File: src/include/etc_pkg.sv
// package for the e1 transmit clock mode detector
// assumes clk at 20 MHz; line and master clocks are asynchronous pins
package etc_pkg;
  localparam int unsigned CLK_HZ          = 20_000_000;
  // master clock periods the line clock may stay high before all-ones
  localparam int unsigned HIGH_MCLK_LIMIT = 16;
  // clk periods without a line clock edge before it counts as static
  localparam int unsigned TX_LINE_CLOCK_STATIC_NS  = 2000;
  localparam int unsigned TX_LINE_CLOCK_STATIC_CYC = (TX_LINE_CLOCK_STATIC_NS * (CLK_HZ / 1_000_000) + 999) / 1000;
  // clk periods without a master clock edge before it counts as static
  localparam int unsigned MCLK_STATIC_NS  = 2000;
  localparam int unsigned MCLK_STATIC_CYC = (MCLK_STATIC_NS * (CLK_HZ / 1_000_000) + 999) / 1000;
  localparam logic [1:0]  SYNC_RESET      = 2'h0;
  localparam logic [7:0]  CNT_RESET       = 8'h00;
  localparam logic [4:0]  HCNT_RESET      = 5'h00;

  typedef enum logic [1:0] {
    ETC_NORMAL,
    ETC_TRISTATE,
    ETC_ALL_ONES,
    ETC_SHAPER_OFF
  } etc_mode_t;

  typedef enum logic [1:0] {
    ETC_SYM_SPACE,
    ETC_SYM_POS,
    ETC_SYM_NEG
  } etc_sym_t;

  function automatic etc_sym_t etc_decode(input logic p, input logic n);
    if (p && !n) begin
      return ETC_SYM_POS;
    end else if (n && !p) begin
      return ETC_SYM_NEG;
    end
    return ETC_SYM_SPACE;
  endfunction
endpackage

File: src/design/etc_tx_clock_mode.sv
// one channel of e1 transmit clock input logic: samples pulse inputs and
// decodes the static state of the line clock against the master clock.
// assumes all pin inputs are asynchronous to clk and slow against it.
//
// Functional notes
// [RULE1] in hardware mode sample pulse inputs on each line clock falling edge
// [RULE2] line clock held low: drivers go high-impedance low power
// [RULE3] line clock high over 16 master cycles with master running: all ones
// [RULE4] line clock high and master clock static: pulse shaper disabled
// [RULE5] host mode: all-ones selected by a control input, not by clock level
// [RULE6] far side keeps some transmit input toggling while shaper is off
// [RULE7] far side may instead hold a pulse input, clock or enable low
// [RULE8] all-ones pattern timed from the master clock
// [RULE9] far side keeps the master clock frequency stable
// [RULE10] pulse inputs active high; both high is a space
// [RULE11] line clock toggling again leaves all-ones; every edge restarts count
`timescale 1ns/1ps
`default_nettype none
module etc_tx_clock_mode
  import etc_pkg::*;
(
  input  wire logic clk,
  input  wire logic reset_n,
  input  wire logic clk_en,
  input  wire logic host_mode,
  input  wire logic host_all_ones,
  input  wire logic tx_line_clock,
  input  wire logic master_clock,
  input  wire logic tx_positive_pulse_in,
  input  wire logic tx_negative_pulse_in,
  output logic      line_pos_r,
  output logic      line_neg_r,
  output logic      drive_oe_r,
  output logic      shaper_en_r,
  output logic      tx_all_ones_mode,
  output etc_mode_t mode_r
);
  logic [1:0] tx_line_clock_s_r;
  logic [1:0] mclk_s_r;
  logic [1:0] pos_s_r;
  logic [1:0] neg_s_r;
  logic       tx_line_clock_d_r;
  logic       mclk_d_r;
  logic [7:0] tx_line_clock_idle_r;
  logic [7:0] mclk_idle_r;
  logic [4:0] high_cnt_r;
  logic       ones_phase_r;
  logic [7:0] tx_line_clock_idle_nxt;
  logic [7:0] mclk_idle_nxt;
  logic [4:0] high_cnt_nxt;
  etc_mode_t  mode_nxt;

  wire tx_line_clock_lvl    = tx_line_clock_s_r[1];
  wire mclk_lvl    = mclk_s_r[1];
  wire tx_line_clock_edge   = tx_line_clock_lvl ^ tx_line_clock_d_r;
  wire tx_line_clock_fall   = tx_line_clock_d_r & ~tx_line_clock_lvl;
  wire mclk_rise   = mclk_lvl & ~mclk_d_r;
  wire mclk_edge   = mclk_lvl ^ mclk_d_r;
  wire tx_line_clock_static = (tx_line_clock_idle_r >= 8'(TX_LINE_CLOCK_STATIC_CYC));
  wire mclk_static = (mclk_idle_r >= 8'(MCLK_STATIC_CYC));
  wire high_over   = (high_cnt_r > 5'(HIGH_MCLK_LIMIT));
  wire hw_ones     = !host_mode && tx_line_clock_lvl && high_over && !mclk_static;
  wire ones_sel    = host_mode ? host_all_ones : hw_ones; // [RULE5]
  etc_sym_t sym;
  assign sym = etc_decode(pos_s_r[1], neg_s_r[1]); // [RULE10]

  assign tx_line_clock_idle_nxt = tx_line_clock_edge ? CNT_RESET :
                         (tx_line_clock_static ? tx_line_clock_idle_r : tx_line_clock_idle_r + 8'h01);
  assign mclk_idle_nxt = mclk_edge ? CNT_RESET :
                         (mclk_static ? mclk_idle_r : mclk_idle_r + 8'h01);
  // restart on every line clock edge; count master clock rising edges while high
  assign high_cnt_nxt  = (tx_line_clock_edge || !tx_line_clock_lvl) ? HCNT_RESET : // [RULE11]
                         ((mclk_rise && !high_over) ? high_cnt_r + 5'h01 : high_cnt_r);

  always_comb begin
    mode_nxt = ETC_NORMAL;
    if (ones_sel) begin
      mode_nxt = ETC_ALL_ONES; // [RULE3]
    end else if (!host_mode && tx_line_clock_static && !tx_line_clock_lvl) begin
      mode_nxt = ETC_TRISTATE; // [RULE2]
    end else if (!host_mode && tx_line_clock_static && tx_line_clock_lvl && mclk_static) begin
      mode_nxt = ETC_SHAPER_OFF; // [RULE4]
    end
  end

  assign tx_all_ones_mode = (mode_r == ETC_ALL_ONES);

  always_ff @(posedge clk or negedge reset_n) begin
    if (!reset_n) begin
      tx_line_clock_s_r <= SYNC_RESET;
      mclk_s_r <= SYNC_RESET;
      pos_s_r  <= SYNC_RESET;
      neg_s_r  <= SYNC_RESET;
      tx_line_clock_d_r <= 1'b0;
      mclk_d_r <= 1'b0;
    end else if (clk_en) begin
      tx_line_clock_s_r <= {tx_line_clock_s_r[0], tx_line_clock};
      mclk_s_r <= {mclk_s_r[0], master_clock};
      pos_s_r  <= {pos_s_r[0], tx_positive_pulse_in};
      neg_s_r  <= {neg_s_r[0], tx_negative_pulse_in};
      tx_line_clock_d_r <= tx_line_clock_lvl;
      mclk_d_r <= mclk_lvl;
    end
  end

  always_ff @(posedge clk or negedge reset_n) begin
    if (!reset_n) begin
      tx_line_clock_idle_r <= CNT_RESET;
      mclk_idle_r <= CNT_RESET;
      high_cnt_r  <= HCNT_RESET;
      mode_r      <= ETC_NORMAL;
    end else if (clk_en) begin
      tx_line_clock_idle_r <= tx_line_clock_idle_nxt;
      mclk_idle_r <= mclk_idle_nxt;
      high_cnt_r  <= high_cnt_nxt;
      mode_r      <= mode_nxt;
    end
  end

  // line output: sampled data, all-ones alternating marks, or idle
  always_ff @(posedge clk or negedge reset_n) begin
    if (!reset_n) begin
      line_pos_r   <= 1'b0;
      line_neg_r   <= 1'b0;
      ones_phase_r <= 1'b0;
      drive_oe_r   <= 1'b1;
      shaper_en_r  <= 1'b1;
    end else if (clk_en) begin
      drive_oe_r  <= (mode_nxt != ETC_TRISTATE);
      shaper_en_r <= (mode_nxt != ETC_SHAPER_OFF);
      if (mode_r == ETC_ALL_ONES) begin
        if (mclk_rise) begin // [RULE8]
          ones_phase_r <= ~ones_phase_r;
          line_pos_r   <= ~ones_phase_r;
          line_neg_r   <= ones_phase_r;
        end
      end else if (mode_r == ETC_NORMAL && tx_line_clock_fall) begin // [RULE1]
        line_pos_r <= (sym == ETC_SYM_POS);
        line_neg_r <= (sym == ETC_SYM_NEG);
      end else if (mode_r != ETC_NORMAL) begin
        line_pos_r <= 1'b0;
        line_neg_r <= 1'b0;
      end
    end
  end
endmodule
`default_nettype wire

File: config.mk
export PLATFORM = sky130hd
export DESIGN_NAME = etc_tx_clock_mode
export DESIGN_NICKNAME = d
export VERILOG_FILES = /design/src/include/etc_pkg.sv /design/src/design/etc_tx_clock_mode.sv
export SDC_FILE = /design/constraint.sdc
export NUM_CORES = 1
export LEC_CHECK = 0
export BUFFER_PORTS_ARGS = -buffer_cell sky130_fd_sc_hd__buf_2
export CELL_PAD_IN_SITES_DETAIL_PLACEMENT = 0
export CELL_PAD_IN_SITES_GLOBAL_PLACEMENT = 1
export CORE_MARGIN = 2
export CORE_UTILIZATION = 46
export CTS_CLUSTER_DIAMETER = 150
export DETAILED_ROUTE_END_ITERATION = 8
export GPL_TIMING_DRIVEN = 0
export PLACE_DENSITY_LB_ADDON = 0.3
export RECOVER_POWER = 25
export SKIP_CTS_REPAIR_TIMING = 1
export SLEW_MARGIN = 0
export SYNTH_ARGS = -nofsm -noshare
export SYNTH_HDL_FRONTEND = slang
export SYNTH_SLANG_ARGS = --single-unit
File: constraint.sdc
create_clock -name clk -period 1.71 [get_ports clk]
set_input_delay 0.4275 -clock clk [delete_from_list [all_inputs] [get_ports clk]]
set_output_delay 0.4275 -clock clk [all_outputs]
set_load 0.02 [all_outputs]
==> impl_metrics.py <==
metrics = {
    "yosys": {
        "async_flop_share": 1.000,
        "synth_nets": 202,
        "synth_warnings": 0,
        "syn-mean-instance-area_um2": 10.40,
        "syn_area_um2": 1913,
        "synth_largest_area_cell": "dfrtp_1",
        "synth-edff-count": 0,
        "ys_seq_area_frac": 0.4984,
        "synth_top_area_frac": 0.4709,
        "synth_ff_type": "dfrtp_1",
        "synth_seq_cells": 38,
        "netlist_instances": 184,
        "ys_types": 47,
        "synthTopCellsByArea": "dfrtp_1 47%, ha_1 5.9%, mux2_2 5.3%",
    },
    "clocking": {
        "cts_tree": "built",
        "clk_latency_ns": 0.30,
        "root_buffer": "clkbuf_8",
        "cts_buffer_depth": 2,
        "cts.clk_slew.worst_paths_ns": 0.08,
        "cts.sinks": 38,
        "cts_inserted_buffers": 5,
        "cts_max_level": 2,
    },
    "floorplanning": {
        "start_util": 0.4783,
        "die_w_um": 68.49,
        "io_pins": 16,
        "dieHeight_um": 68.49,
        "coreArea_um2": 4000,
        "rows": 23,
        "dieArea_um2": 4691,
    },
    "pwr": {
        "ir_drop_mv": 0.5882,
        "p_leak_nw": 1.021,
        "seqPwrFrac": 0.510,
        "p_sw_w": 0.0007213,
        "power_frac_comb": 0.204,
        "internal-power_w": 0.001559,
        "powerDensity_nw_per_um2": 1054,
        "sw_frac_of_total": 0.3163,
        "p_clk_frac": 0.286,
    },
    "timing": {
        "setup_viol": 0,
        "hold_violations": 0,
        "final.period_utilization": 0.9577,
        "fin_skew_ns": 0.01035,
        "rsz0062_at_grt": "no",
        "worst_pin_slew_ns": 0.9410,
        "fin_setup_tns_ns": 0,
        "worst_slack_ns": 0.07233,
        "slew_headroom": 0.3727,
        "period_needed_ns": 1.638,
        "max_freq_mhz": 610.6,
        "finalMaxSlewViolations": 0,
    },
    "placed_design": {
        "place_ws_ns": -0.05926,
        "dp_hpwl_um": 2910,
        "port-buffer-count": 14,
        "dp_cells": 248,
        "gp_congestion": 0.7884,
    },
    "routing": {
        "drt_wl_total_um": 4046,
        "remaining_drc_errors": 0,
        "dr_total_vias": 1443,
        "initialDrtViolationCount": 67,
        "wl_per_cell_um": 15.74,
        "viasPerCell": 5.615,
        "drt_pre_antenna_iters": 4,
        "final_antenna_net_count": 0,
    },
    "run_status": {
        "status": "finished, final reports clean",
    },
    "setup_path": {
        "start_kind": "flip-flop",
        "crit_required_ns": 1.88,
        "worstSetupPathType": "reg2reg",
        "worst-path-max-fanout": 3,
        "arrival_ns": 1.81,
        "crit_path_end_kind": "flip-flop",
    },
    "run": {
        "cap_violations": 0,
    },
    "global_routing": {
        "antenna_found_initial": 0,
        "grt-ovfl-total": 0,
        "grt_pass1_wl_um": 6693,
        "grt_max_degree": 39,
        "grt_pass1_vias": 1424,
        "grt_use_total": 0.1995,
    },
    "layout": {
        "syn2layout_area_growth_pct": 13.08,
        "drive_gt1_frac": 0.2319,
        "antenna_cells": 0,
        "nets": 224,
        "layout.cells.non_filler": 257,
    },
    "min_path": {
        "hold_class": "in2async",
    },
}
## final cells by class
class | count | area [µm²]
inverter | 14 | 52.55
sequential | 38 | 954.7
fill | 357 | 1837
buffer | 6 | 33.78
clock inverter | 2 | 12.51
multi-input combinational | 125 | 879.6
tap | 50 | 62.56
timing repair buffer | 16 | 85.08
clock buffer | 6 | 82.58
## cell families (layout without fill, tap and decap cells)
logic type               Yosys count  count (layout)  share of synthesized area
AO/OA/AOI/OAI                     36              36                     0.1380
XOR/XNOR                           3               3                    0.01374
adder cells (fa/ha/maj)            9               9                    0.05886
buffers and inverters             21              44                    0.04709
flip-flops                        38              38                     0.4984
multiplexers                      10              10                    0.05821
AND/OR/NAND/NOR                   67              67                     0.1857
## synthesized netlist by cell type (all sizes together) (2+ instances only)
cell	count
a211o	3
a21oi	7
a31oi	2
a41oi	2
and2	7
and3	4
buf	4
clkbuf	3
dfrtp	36
dfstp	2
ha	9
inv	14
mux2	9
nand2	15
nand2b	2
nand3	9
nand4	4
nor2	10
nor2b	4
nor3	4
nor4	2
o211ai	2
o21ai	8
o31ai	3
xnor2	2
## state kept, by name, summed over array words and instances (netlist names)
name,flops
mclk_idle_r,8
line_pos_r,1
ones_phase_r,1
mclk_d_r,1
tx_line_clock_idle_r,8
tx_line_clock_s_r,2
line_neg_r,1
neg_s_r,2
drive_oe_r,1
pos_s_r,2
mclk_s_r,2
shaper_en_r,1
high_cnt_r,5
mode_r,2
tx_line_clock_d_r,1
## final timing paths
check	from	endpoint	slack (ns)	cells past startpoint
worst min register to register	mclk_idle_r[6]	mclk_idle_r[6]	0.49	1
max in group asynchronous	reset_n	tx_line_clock_s_r[1]	0.80	1
min in group clk	tx_negative_pulse_in	neg_s_r[0]	0.36	2
worst max-delay path	high_cnt_r[1]	high_cnt_r[2]	0.07	6
worst max register to register	high_cnt_r[1]	high_cnt_r[2]	0.07	6
worst min-delay path	reset_n	mclk_idle_r[3]	0.25	1
## worst max-delay path, cell delays in order, from the launching register on
cell and delay (ns):
dfrtp_1 0.41, inv_1 0.09, ha_1 0.14, or3b_4 0.41, a211oi_2 0.23, xnor2_1 0.17
nor2_2 0.05
## metrics by stage
step	area, µm²	hold slack (ns)	utilization	total power (W)
2_1_floorplan	1913	0.1319	-	0.001476
5_1_grt	2163	0.3411	0.5408	0.002433
3_5_place_dp	2046	0.4826	0.5114	0.001633
4_1_cts	2141	0.2526	0.5352	0.002300
3_3_place_gp	2046	0.4629	0.5114	0.001602
6_report	2163	0.2514	0.5408	0.002281
## placed cells by master, fill, tap and decap left out, drive strengths merged, types with 7 or more instances in the layout
cell / Yosys / layout
dfrtp: 36 / 36
nand2: 15 / 15
mux2: 9 / 9
ha: 9 / 9
nand3: 9 / 9
o21ai: 8 / 8
buf: 4 / 19
a21oi: 7 / 7
clkbuf: 3 / 9
nor2: 10 / 10
and2: 7 / 7
inv: 14 / 14
## routing by layer
metal | GRT usage | vias up | share of wire
met5 | 0 | - | 0
met4 | 0.08500 | 0 | 0.012
met3 | 0.05032 | 6 | 0.032
met2 | 0.3197 | 24 | 0.49
met1 | 0.2555 | 720 | 0.47
li1 | - | 693 | -
## power groups by stage
stage | combinational (W) | clock, W | sequential, W
floorplan | 0.000306 | 0 | 0.00117
global placement | 0.000433 | 0 | 0.00117
detailed placement | 0.000454 | 0 | 0.00118
CTS | 0.000457 | 0.000678 | 0.00116
global route | 0.000531 | 0.000715 | 0.00119
finish | 0.000465 | 0.000651 | 0.00116
Note: power is estimated with default switching activity, not from simulation.
